===== src/wsc_pkg.sv =====
// Constants, field layouts and carrier types for the watchdog and sleep controller.
// Function
// - Awake watchdog expiry forces a recorded device reset
// - Asleep watchdog expiry wakes and resumes execution
// - Cleared fuse bit keeps the watchdog disabled
// - Watchdog counts its own oscillator, also asleep
// - Unprescaled time-out is one base period
// - Option register assigns divider up to 128
// - Kick or sleep clears counter, and divider when it is assigned to the watchdog
// - Kick never changes the divider owner selection
// - After sleep executes, expiry only wakes, never resets
// - Every watchdog time-out clears the expiry flag
// - Sleep clears watchdog and sleep flag, sets expiry flag, stops main oscillator
// - Pins keep their pre-sleep state while asleep
// - Wake on master clear, expiry or interrupt
// - Sleep flag set at power-up, cleared by sleep
// - Phase clocks stop; only clockless sources wake
// - Interrupt wake needs enable, ignores global enable
// - Run next instruction, then vector if enabled
// - Next instruction is prefetched during sleep execution
// - Pending enabled interrupt turns sleep into no-op
// - Interrupt during sleep: finish sleep, then wake
// - Global enable is bit 7, cleared on reset
package wsc_pkg;

   // ==========================================================================
   // Register map
   localparam int ADDR_W = 14;
   localparam logic [13:0] ADDR_STATUS = 14'h0003;
   localparam logic [13:0] ADDR_IRQ_CTRL = 14'h000b;
   localparam logic [13:0] ADDR_IRQ_FLAGS = 14'h000c;
   localparam logic [13:0] ADDR_WAKE_EN = 14'h008c;
   localparam logic [13:0] ADDR_WDT_STATE = 14'h0010;
   localparam logic [13:0] ADDR_TIMER_OPTION = 14'h0081;
   localparam logic [13:0] ADDR_CONFIG_WORD = 14'h2007;

   // ==========================================================================
   // Field positions and reset values
   localparam int CFG_WDT_FUSE_BIT = 2;
   localparam int IRQ_GLOBAL_EN_BIT = 7;
   localparam int STATE_WDT_ON_BIT = 7;
   localparam int STATE_SLEEP_BIT = 6;
   localparam logic [7:0] OPTION_RESET = 8'hff;
   localparam logic [7:0] WAKE_EN_RESET = 8'h00;
   localparam logic [7:0] CONFIG_RESET = 8'h00;
   // Sources able to raise a flag without phase clocks (async timer, slave serial, capture).
   localparam logic [7:0] WAKE_CAPABLE_MASK = 8'hf0;

   // ==========================================================================
   // Timing
   localparam int CLK_HZ = 100_000_000;
   localparam int WDT_BASE_PERIOD_US = 18_000;
   localparam int WDT_CNT_W = 20;
   localparam int PRE_W = 7;
   localparam int RESET_HOLD_NS = 40;
   localparam int RESET_HOLD_CYCLES = (RESET_HOLD_NS * (CLK_HZ / 1_000_000) + 999) / 1000;
   localparam int HOLD_W = 4;

   // ==========================================================================
   // Carriers
   typedef struct packed {
      logic [3:0] timer_bits;
      logic prescaler_owner_sel;
      logic [2:0] divider_ratio_sel;
   } wsc_option_t;

   typedef struct packed {
      logic [2:0] upper_bits;
      logic wdt_expiry_flag_n;
      logic sleep_entered_flag_n;
      logic [2:0] lower_bits;
   } wsc_status_t;

endpackage


===== src/wsc_watchdog_sleep.sv =====
// Watchdog timer with divider and power-down sequencing for a small core.
//
// Strobed register access was left to the implementer.
`timescale 1ns/1ps

module wsc_watchdog_sleep
   import wsc_pkg::*;
#(
   parameter int RC_OSC_KHZ = 1000,
   parameter int WDT_BASE_TICKS = WDT_BASE_PERIOD_US * RC_OSC_KHZ / 1000
) (
   input wire logic clk_in,
   input wire logic rst_in,
   input wire logic [13:0] reg_addr_in,
   input wire logic [7:0] reg_wdata_in,
   input wire logic reg_we_in,
   input wire logic reg_re_in,
   output logic [7:0] reg_rdata_out,
   input wire logic [7:0] config_word_in,
   input wire logic wdt_osc_in,
   input wire logic master_clear_pin_n_in,
   input wire logic kick_instr_in,
   input wire logic sleep_instr_in,
   input wire logic [7:0] irq_flags_in,
   output logic device_reset_out,
   output logic wdt_reset_cause_out,
   output logic main_osc_en_out,
   output logic phase_clk_en_out,
   output logic io_hold_out,
   output logic sleeping_out,
   output logic wake_out,
   output logic wake_vector_out,
   output logic prefetch_out,
   output logic prescaler_to_timer_out
);

   // ==========================================================================
   // Local constants
   localparam logic [WDT_CNT_W-1:0] WDT_LAST = WDT_CNT_W'(WDT_BASE_TICKS - 1);
   localparam logic [HOLD_W-1:0] HOLD_LOAD = HOLD_W'(RESET_HOLD_CYCLES);

   // ==========================================================================
   // State
   logic rc_meta_q;
   logic rc_sync_q;
   logic rc_prev_q;
   logic master_clear_pin_n_meta_q;
   logic master_clear_pin_n_sync_q;
   logic cfg_valid_q;
   logic [7:0] cfg_q;
   wsc_option_t option_q;
   wsc_status_t status_q;
   logic global_irq_enable_q;
   logic [7:0] wake_en_q;
   logic [WDT_CNT_W-1:0] wdt_cnt_q;
   logic [WDT_CNT_W-1:0] wdt_cnt_d;
   logic [PRE_W-1:0] pre_q;
   logic [PRE_W-1:0] pre_d;
   logic [HOLD_W-1:0] hold_q;
   logic [HOLD_W-1:0] hold_d;
   logic sleeping_q;
   logic sleeping_d;
   logic [7:0] rdata_q;
   logic reset_q;
   logic cause_q;
   logic osc_en_q;
   logic phase_en_q;
   logic io_hold_q;
   logic sleeping_out_q;
   logic wake_q;
   logic vector_q;
   logic prefetch_q;
   logic owner_timer_q;

   // ==========================================================================
   // Synchronisers for the watchdog oscillator and the master clear pin
   // The oscillator is free running and unrelated to clk_in, so only its
   // synchronised rising edge is counted; it must stay below a quarter of clk_in.
   always_ff @(posedge clk_in) begin
      if (rst_in) begin
         rc_meta_q <= 1'b0;
         rc_sync_q <= 1'b0;
         rc_prev_q <= 1'b0;
         master_clear_pin_n_meta_q <= 1'b1;
         master_clear_pin_n_sync_q <= 1'b1;
      end else begin
         rc_meta_q <= wdt_osc_in;
         rc_sync_q <= rc_meta_q;
         rc_prev_q <= rc_sync_q;
         master_clear_pin_n_meta_q <= master_clear_pin_n_in;
         master_clear_pin_n_sync_q <= master_clear_pin_n_meta_q;
      end
   end

   wire rc_tick = rc_sync_q & ~rc_prev_q;
   wire master_clear_pin_n_low = ~master_clear_pin_n_sync_q;

   // ==========================================================================
   // Configuration word, caught once after power-up reset is released
   always_ff @(posedge clk_in) begin
      if (rst_in) begin
         cfg_valid_q <= 1'b0;
         cfg_q <= CONFIG_RESET;
      end else if (!cfg_valid_q) begin
         cfg_valid_q <= 1'b1;
         cfg_q <= config_word_in;
      end
   end

   // The fuse is caught once, so a disturbed pin cannot switch the
   // watchdog off while the core runs.
   wire wdt_on = cfg_valid_q & cfg_q[CFG_WDT_FUSE_BIT];

   // ==========================================================================
   // Register decode
   wire in_reset = (hold_q != '0);
   wire sel_status = (reg_addr_in == ADDR_STATUS);
   wire sel_irq_ctrl = (reg_addr_in == ADDR_IRQ_CTRL);
   wire sel_irq_flags = (reg_addr_in == ADDR_IRQ_FLAGS);
   wire sel_wake_en = (reg_addr_in == ADDR_WAKE_EN);
   wire sel_wdt_state = (reg_addr_in == ADDR_WDT_STATE);
   wire sel_option = (reg_addr_in == ADDR_TIMER_OPTION);
   wire sel_config = (reg_addr_in == ADDR_CONFIG_WORD);
   wire wr_option = reg_we_in & sel_option;
   wire wr_irq_ctrl = reg_we_in & sel_irq_ctrl;
   wire wr_wake_en = reg_we_in & sel_wake_en;

   wire [7:0] irq_ctrl_rd = {global_irq_enable_q, 7'h00};
   wire [7:0] wdt_state_rd = {wdt_on, sleeping_q, 6'h00};
   // Read data fall back to zero outside the read cycle, so no stale
   // value lingers on the bus.
   wire [7:0] rd_mux = sel_status ? status_q :
                       sel_irq_ctrl ? irq_ctrl_rd :
                       sel_irq_flags ? irq_flags_in :
                       sel_wake_en ? wake_en_q :
                       sel_wdt_state ? wdt_state_rd :
                       sel_option ? option_q :
                       sel_config ? cfg_q : 8'h00;

   always_ff @(posedge clk_in) begin
      if (rst_in) begin
         rdata_q <= 8'h00;
      end else begin
         rdata_q <= reg_re_in ? rd_mux : 8'h00;
      end
   end

   // ==========================================================================
   // Wake sources, one gate per interrupt line
   // While asleep only lines that work without phase clocks may wake the core;
   // the global enable plays no part in waking.
   logic [7:0] wake_hit;

   genvar gi;
   generate
      for (gi = 0; gi < 8; gi++) begin : g_wake
         assign wake_hit[gi] = irq_flags_in[gi] & wake_en_q[gi] &
                               (WAKE_CAPABLE_MASK[gi] | ~sleeping_q);
      end
   endgenerate

   wire wake_any = |wake_hit;

   // ==========================================================================
   // Sleep entry and watchdog clearing
   // A sleep that meets a master clear is dropped, so no prefetch pulse
   // announces an entry that the reset cancels at once.
   wire sleep_start = sleep_instr_in & ~sleeping_q & ~in_reset & ~master_clear_pin_n_low;
   wire sleep_nop = sleep_start & wake_any;
   wire sleep_take = sleep_start & ~sleep_nop;
   wire kick = kick_instr_in & ~sleeping_q & ~in_reset;
   // A kick or sleep in the expiry cycle wins; the hold clears the count
   // too, so no second expiry can land inside a reset.
   wire wdt_clear = kick | sleep_take | ~wdt_on | in_reset;

   // ==========================================================================
   // Watchdog counter and divider
   wire base_done = wdt_on & rc_tick & (wdt_cnt_q == WDT_LAST);
   wire owner_wdt = option_q.prescaler_owner_sel;
   // The divider ends at a count of two to the n minus one, so a ratio
   // field of zero divides by one and seven by 128.
   wire [7:0] ratio_full = (8'h01 << option_q.divider_ratio_sel) - 8'h01;
   wire [PRE_W-1:0] ratio_last = ratio_full[PRE_W-1:0];
   wire pre_done = ~owner_wdt | (pre_q == ratio_last);
   wire expire = base_done & pre_done & ~wdt_clear;
   wire expire_reset = expire & ~sleeping_q;
   wire expire_wake = expire & sleeping_q;
   wire irq_wake = sleeping_q & wake_any & ~master_clear_pin_n_low;
   // A master clear in the wake cycle turns the wake into a reset instead.
   wire wake_go = (expire_wake | irq_wake) & ~master_clear_pin_n_low;

   // An expiry restarts the count at once, so a wake-up from sleep
   // opens a full fresh period.
   always_comb begin
      wdt_cnt_d = wdt_cnt_q;
      if (wdt_clear || expire) begin
         wdt_cnt_d = '0;
      end else if (wdt_on && rc_tick) begin
         wdt_cnt_d = (wdt_cnt_q == WDT_LAST) ? '0 : wdt_cnt_q + 1'b1;
      end
   end

   // A kick or sleep clears the divider count only while it belongs to the watchdog,
   // but the reset hold or an expiry always clears it; a kick leaves the owner selection alone.
   always_comb begin
      pre_d = pre_q;
      if (in_reset || expire || (wdt_clear && owner_wdt)) begin
         pre_d = '0;
      end else if (base_done && owner_wdt) begin
         pre_d = pre_q + 1'b1;
      end
   end

   always_ff @(posedge clk_in) begin
      if (rst_in) begin
         wdt_cnt_q <= '0;
         pre_q <= '0;
      end else begin
         wdt_cnt_q <= wdt_cnt_d;
         pre_q <= pre_d;
      end
   end

   // ==========================================================================
   // Device reset hold
   // A master clear held low keeps reloading the hold count, so the reset
   // output lasts for the whole low time plus the minimum hold.
   always_comb begin
      hold_d = hold_q;
      if (master_clear_pin_n_low || expire_reset) begin
         hold_d = HOLD_LOAD;
      end else if (in_reset) begin
         hold_d = hold_q - 1'b1;
      end
   end

   always_ff @(posedge clk_in) begin
      if (rst_in) begin
         hold_q <= '0;
         reset_q <= 1'b0;
      end else begin
         hold_q <= hold_d;
         reset_q <= (hold_d != '0);
      end
   end

   // The cause stays visible until the next reset of another kind begins.
   always_ff @(posedge clk_in) begin
      if (rst_in) begin
         cause_q <= 1'b0;
      end else if (expire_reset) begin
         cause_q <= 1'b1;
      end else if (master_clear_pin_n_low) begin
         cause_q <= 1'b0;
      end
   end

   // ==========================================================================
   // Sleep state
   // Master clear beats every other cause, since it leads straight
   // into a device reset.
   always_comb begin
      sleeping_d = sleeping_q;
      if (master_clear_pin_n_low || expire_wake || irq_wake) begin
         sleeping_d = 1'b0;
      end else if (sleep_take) begin
         sleeping_d = 1'b1;
      end
   end

   always_ff @(posedge clk_in) begin
      if (rst_in) begin
         sleeping_q <= 1'b0;
         sleeping_out_q <= 1'b0;
         osc_en_q <= 1'b1;
         phase_en_q <= 1'b1;
         io_hold_q <= 1'b0;
      end else begin
         sleeping_q <= sleeping_d;
         sleeping_out_q <= sleeping_d;
         osc_en_q <= ~sleeping_d;
         phase_en_q <= ~sleeping_d;
         io_hold_q <= sleeping_d;
      end
   end

   // ==========================================================================
   // Wake and prefetch pulses toward the core
   // The core runs the prefetched instruction first and takes the vector
   // only after it, so the vector pulse marks a pending branch, not a jump now.
   always_ff @(posedge clk_in) begin
      if (rst_in) begin
         wake_q <= 1'b0;
         vector_q <= 1'b0;
         prefetch_q <= 1'b0;
      end else begin
         wake_q <= wake_go;
         vector_q <= irq_wake & global_irq_enable_q;
         prefetch_q <= sleep_take;
      end
   end

   // ==========================================================================
   // Status flags
   // Both flags survive device resets so that software can tell the cause;
   // only power-up sets both again, and sleep entry also sets the expiry flag.
   // Expiry and sleep entry never meet here, because a sleep clears
   // the count in the same cycle.
   always_ff @(posedge clk_in) begin
      if (rst_in) begin
         status_q <= '0;
         status_q.wdt_expiry_flag_n <= 1'b1;
         status_q.sleep_entered_flag_n <= 1'b1;
      end else if (expire) begin
         status_q.wdt_expiry_flag_n <= 1'b0;
      end else if (sleep_take) begin
         status_q.wdt_expiry_flag_n <= 1'b1;
         status_q.sleep_entered_flag_n <= 1'b0;
      end
   end

   // ==========================================================================
   // Software registers
   // The reset hold sets these back as a power-up would; the status
   // flags stay so that software can read the cause.
   always_ff @(posedge clk_in) begin
      if (rst_in || in_reset) begin
         option_q <= OPTION_RESET;
      end else if (wr_option) begin
         option_q <= reg_wdata_in;
      end
   end

   always_ff @(posedge clk_in) begin
      if (rst_in || in_reset) begin
         global_irq_enable_q <= 1'b0;
      end else if (wr_irq_ctrl) begin
         global_irq_enable_q <= reg_wdata_in[IRQ_GLOBAL_EN_BIT];
      end
   end

   always_ff @(posedge clk_in) begin
      if (rst_in || in_reset) begin
         wake_en_q <= WAKE_EN_RESET;
      end else if (wr_wake_en) begin
         wake_en_q <= reg_wdata_in;
      end
   end

   // The owner output lags the option register by one cycle; the
   // timer side only needs it as a level.
   always_ff @(posedge clk_in) begin
      if (rst_in) begin
         owner_timer_q <= 1'b0;
      end else begin
         owner_timer_q <= ~option_q.prescaler_owner_sel;
      end
   end

   // ==========================================================================
   // Outputs
   // Every output is a flip-flop, so the core sees no decode glitches.
   assign reg_rdata_out = rdata_q;
   assign device_reset_out = reset_q;
   assign wdt_reset_cause_out = cause_q;
   assign main_osc_en_out = osc_en_q;
   assign phase_clk_en_out = phase_en_q;
   assign io_hold_out = io_hold_q;
   assign sleeping_out = sleeping_out_q;
   assign wake_out = wake_q;
   assign wake_vector_out = vector_q;
   assign prefetch_out = prefetch_q;
   assign prescaler_to_timer_out = owner_timer_q;

endmodule // wsc_watchdog_sleep


===== config.mk =====
export PLATFORM = sky130hd
export DESIGN_NAME = wsc_watchdog_sleep
export DESIGN_NICKNAME = d
export VERILOG_FILES = /design/src/wsc_pkg.sv /design/src/wsc_watchdog_sleep.sv
export SDC_FILE = /design/constraint.sdc
export NUM_CORES = 1
export LEC_CHECK = 0
export BUFFER_PORTS_ARGS = -buffer_cell sky130_fd_sc_hd__buf_2
export CAP_MARGIN = 25
export CORE_MARGIN = 5
export CORE_UTILIZATION = 33
export CTS_CLUSTER_DIAMETER = 100
export DETAILED_ROUTE_END_ITERATION = 8
export PLACE_DENSITY = 0.53
export RECOVER_POWER = 50
export SLEW_MARGIN = 15
export SYNTH_ARGS = -nofsm -noshare
export SYNTH_HDL_FRONTEND = slang
export SYNTH_SLANG_ARGS = --single-unit

===== constraint.sdc =====
create_clock -name clk_in -period 4.1 [get_ports clk_in]
set_clock_uncertainty 0.2 [all_clocks]
set_input_delay 0.82 -clock clk_in [delete_from_list [all_inputs] [get_ports clk_in]]
set_output_delay 0.82 -clock clk_in [all_outputs]
set_load 0.05 [all_outputs]

======== Word-level counts from Yosys, hierarchy flattened ========
Cells that the tools add are included.
cells by class
  $add $sub $neg .......................... 4
  multipliers ............................. 0
  shifts and indexed selects .............. 1
  magnitude comparators ................... 0
  eq/ne operators ......................... 10
  reductions and logical operators ........ 20
  divide/modulo/power cells ............... 0
  bitwise logic cells ..................... 50
  mux-type cells .......................... 17
operator list
  kind                   number
  $mux 8                 6
  $and 1x1->1            34
  $eq 14x4->1 const B    2
  $eq 14x8->1 const B    2
  $add 20x1->20 const B  1
  $eq 20x15->1 const B   1
  $mux 20                1
  $eq 14x14->1 const B   1
  $eq 14x2->1 const B    1
  $eq 14x5->1 const B    1
  $not 1->1              11
  $mux 4                 2
  $reduce_bool 4->1      2
  $reduce_or 8->1        1
  $add 7x1->7 const B    1
  $eq 7x7->1             1
  $logic_or 1x1->1       7
  $shl 1x3->7 const A    1
  $sub 7x1->7 const B    1
  $mux 1                 6
  $reduce_or 2->1        3
  $mux 5                 1
  $or 1x1->1             5
  $reduce_or 4->1        1
  7 further kinds        9
storage, ports and cells
  logic and storage cells ................. 130
  memories kept ........................... 0
  bits in latches ......................... 0
  RAM bits ................................ 0
  register bits ........................... 80
  ROM bits ................................ 0
  input port bits ......................... 46

======== Logic depth before layout (Yosys ltp) ========
  depth after elaboration ................. 17
  gate-level depth with buffers ........... 10
  mapped depth without buffers ............ 8

======== Worst setup path before layout ========
OpenSTA, ideal clock, no wires.
  path kind ............................... input to register
  start point ............................. input reg_addr_in[9]
  end point ............................... register wake_en_q[0]
  path buffers ............................ 1
  required time ........................... 3777 ps
  cell stages on the path ................. 7
  library setup time ...................... 123 ps
  setup slack ............................. 1073 ps
  data arrival time ....................... 2705 ps
  path through ............................ or4_1 > or3_1 > buf_2 > nor4_4 > nand3_4 > mux2i_1 > nor2_1
between the ends
  longest elaborated chain between the ends .. 2
ends and longest elaborated chain
  item                  RTL line                   source
  start, declared       wsc_watchdog_sleep.sv:14   input wire logic [13:0] reg_addr_in,
  $eq 14x8->1           wsc_watchdog_sleep.sv:120  wire sel_wake_en = (reg_addr_in == ADDR_WAKE_EN);
  $and 1x1->1           wsc_watchdog_sleep.sv:126  wire wr_wake_en = reg_we_in & sel_wake_en;
  end signal, assigned  wsc_watchdog_sleep.sv:346  wake_en_q <= reg_wdata_in;
  end, declared         wsc_watchdog_sleep.sv:54   logic [7:0] wake_en_q;
Every way passes these cells.
A chain may end at the register's enable or synchronous reset.

======== Final worst setup path ========
  start point ............................. input reg_addr_in[9]
  end point ............................... register wake_en_q[1]
Same word-level chain as after synthesis.

==> results.toml <==
[global_routing]
grt_overflow = 0
grt_usage = 0.145
grt_antenna_before_repair = 0
pin_count_of_the_biggest_net_entering_global_routing = 20
first_pass_grt_wire_length_um = 15000
number_of_global_route_vias_before_repair = 2978

[logic_synthesis]
ys_warnings = 0
asyncSetResetFlopFracSynth = 0
synthCells = 410
mappedNetlistArea_mm2 = 0.00365
share_of_the_yosys_chip_area_belonging_to_registers = 0.438
synth_edf_count = 0
synthesis.area_per_instance_um2 = 8.91
synth_common_cells = "sky130_fd_sc_hd__dfxtp_1, sky130_fd_sc_hd__nor2_1, sky130_fd_sc_hd__nand2_1, sky130_fd_sc_hd__nand3_1, sky130_fd_sc_hd__nor3_1"
synth_area_leader_cell = "sky130_fd_sc_hd__dfxtp_1"
synth_cell_types = 54
share_of_the_synthesized_area_in_the_top_cell_type = 0.438
cell_with_the_most_instances_after_synthesis = "sky130_fd_sc_hd__dfxtp_1"
netlist_top_cells_area = "sky130_fd_sc_hd__dfxtp_1, sky130_fd_sc_hd__mux2i_1, sky130_fd_sc_hd__nor2_1, sky130_fd_sc_hd__nand3_1, sky130_fd_sc_hd__xor2_1"
synth.net_count = 459
synthFlopType = "sky130_fd_sc_hd__dfxtp_1"
synthesis_stage_register_bit_count = 80

[critical_path]
critical_path_class = "input port to flop"
critical_path_arrival_ps = 3130
crit_path_buffers_inverters = 1
setup.worst_path.start_class = "input port"
crit_family = "simple AND/OR/NAND/NOR gates"
crit_required_ps = 4140
endpoint_kind = "flop"
cpMaxStageDelayCell = "sky130_fd_sc_hd__nor4_4"
path_cells = "buf_2 > or4_1 > or3_1 > nor4_4 > nand3_4 > mux2i_1 > nor2_1"
critical-path-max-stage-delay_ps = 670
worst-path-max-fanout = 10

[clocking]
cts_tree = "yes"
cts_post_setup_buffers_inserted = 0
clockBufferDepth = 2
cts_resized = 0
numCtsBuffers = 9
cts-hold-fix-buffers = 0
cts.sinks = 80
insertion_delay_ps = 360
clock-root-buffer = "sky130_fd_sc_hd__clkbuf_8"
cts.htree.levels = 3
clkTransAtPathRegs_ps = 80

[drt]
drtIter0Drc = 222
post_drt_wl_per_cell_um = 14.7
totalWireLength_um = 9100
route.detailed.vias_per_inst = 5.12
detail-route-antenna-nets = 0
route.detailed.drc = 0
drt_first_pass_iters = 6
vias = 3156

[timing]
fmax_mhz = 324
tightest_pin_transition_ps = 999
period_needed_ps = 3090
final.setup.tns_ps = 0
maxSlewHeadroom = 0.334
hold_violations = 0
final_max_slew_viol_count = 0
min_period_over_period = 0.753
setup-violations-final = 0
unrepaired_setup_endpoints_after_global_routing = "false"

[power]
total_leakage_power_nw = 1.70
pwr_density_cell_mw_per_mm2 = 418
ir_drop_mv = 0.158

[cells_and_area]
finalCoreUtilization = 0.395
design.final.nets = 521
layout.filler_cells = 1133
flow.area_growth_from_synthesis_pct = 17.2
number_of_antenna_diodes = 0
post_route_cells_drive_above_1_share = 0.159
final_std_cells_w_o_fill = 617

[floorplan]
dieArea_mm2 = 0.0133
die_w_um = 115
floorplan.io_pins = 64
floorplan.initialDensity = 0.337
die_h_um = 115
core.rowCount = 38
design.core.area_mm2 = 0.0108

[placed_design]
place.detailed.instances = 600
detailedPlacementHpwl_um = 6630
buffer_ports.inserted = 63
place_congestion = 0.793

[worst_hold_path]
holdCritPathClass = "flop to flop"

[status]
outcome = "finished, final reports clean"

[job]
max-cap-violations = 0
==> path summary, 6_finish.rpt <==
kind | slack (ps) | cells after the start | start | endpoint
worst min-delay path | 210 | 1 | master_clear_pin_n_meta_q | master_clear_pin_n_sync_q
worst max register to register | 1280 | 8 | hold_q[0] | wdt_cnt_q[10]
worst min register to register | 210 | 1 | master_clear_pin_n_meta_q | master_clear_pin_n_sync_q
worst max-delay path | 1010 | 7 | reg_addr_in[9] | wake_en_q[1]
==> where the power goes <==
group / leakage, nW / switching (mW) / internal (mW)
Combinational: 0.935 / 0.210 / 0.108
Clock: 0.113 / 0.281 / 0.347
Sequential: 0.649 / 0.0319 / 0.812
==> flip-flops by register name, indices dropped and copies added (netlist names), 2 cells and up <==
register	count
wake_en_q	8
wdt_cnt_q	20
option_q	7
reg_rdata_out	8
hold_q	4
status_q	2
cfg_q	8
pre_q	7
==> cells by family after synthesis <==
kind of cell               synth area share
muxes                                0.0674
adders and majority gates            0.0103
and+or+nand+nor                       0.298
AOI/OAI and AO/OA                    0.0941
xor gates and xnor gates             0.0623
DFF                                   0.438
buffers and inverters                0.0294
==> placed cells by master, fill, tap and decap left out, types with 12 or more instances in the layout <==
master	count
sky130_fd_sc_hd__dfxtp_1	80
sky130_fd_sc_hd__nor2_1	50
sky130_fd_sc_hd__buf_2	45
sky130_fd_sc_hd__nand2_1	36
sky130_fd_sc_hd__nand3_1	34
sky130_fd_sc_hd__nor3_1	22
sky130_fd_sc_hd__clkbuf_1	21
sky130_fd_sc_hd__mux2i_1	19
sky130_fd_sc_hd__xor2_1	18
sky130_fd_sc_hd__clkbuf_8	13
sky130_fd_sc_hd__o21ai_0	12
==> stage by stage <==
step | hold slack (ps) | setup WS, ps | instance area [um^2] | total power [mW]
floorplan | 189 | 1070 | 3650 | 1.10
global placement | 194 | 755 | 4090 | 1.20
detailed placement | 192 | 692 | 4090 | 1.20
CTS | 212 | 1090 | 4310 | 1.83
global route | 231 | 811 | 4280 | 1.88
finish | 211 | 1010 | 4280 | 1.79
==> worst register-to-register path, stage by stage, from the launching register on <==
cell	delay [ps]
sky130_fd_sc_hd__dfxtp_1	320
sky130_fd_sc_hd__inv_1	120
sky130_fd_sc_hd__ha_1	300
sky130_fd_sc_hd__nor3b_1	330
sky130_fd_sc_hd__nand4_1	210
sky130_fd_sc_hd__or2_2	350
sky130_fd_sc_hd__nand3_1	190
sky130_fd_sc_hd__nand2b_1	560
sky130_fd_sc_hd__nor2_1	110
==> per-layer routing <==
layer / track usage / vias to the layer above / share of wire
li1: - / 1605 / -
met1: 0.185 / 1455 / 0.46
met2: 0.232 / 85 / 0.47
met3: 0.0405 / 11 / 0.050
met4: 0.0579 / 0 / 0.016
met5: 0 / - / 0
==> final cells by class <==
| type | count | area [um^2] | area share |
|---|---|---|---|
| Clock buffer | 14 | 183 | 0.0426 |
| Clock inverter | 2 | 35.0 | 0.00818 |
| Inverter | 9 | 33.8 | 0.00789 |
| Multi-Input combinational cell | 305 | 1940 | 0.453 |
| Sequential cell | 80 | 1600 | 0.374 |
| Tap cell | 140 | 175 | 0.0409 |
| Timing Repair Buffer | 67 | 315 | 0.0736 |
Power figures use the tool's default switching activity.
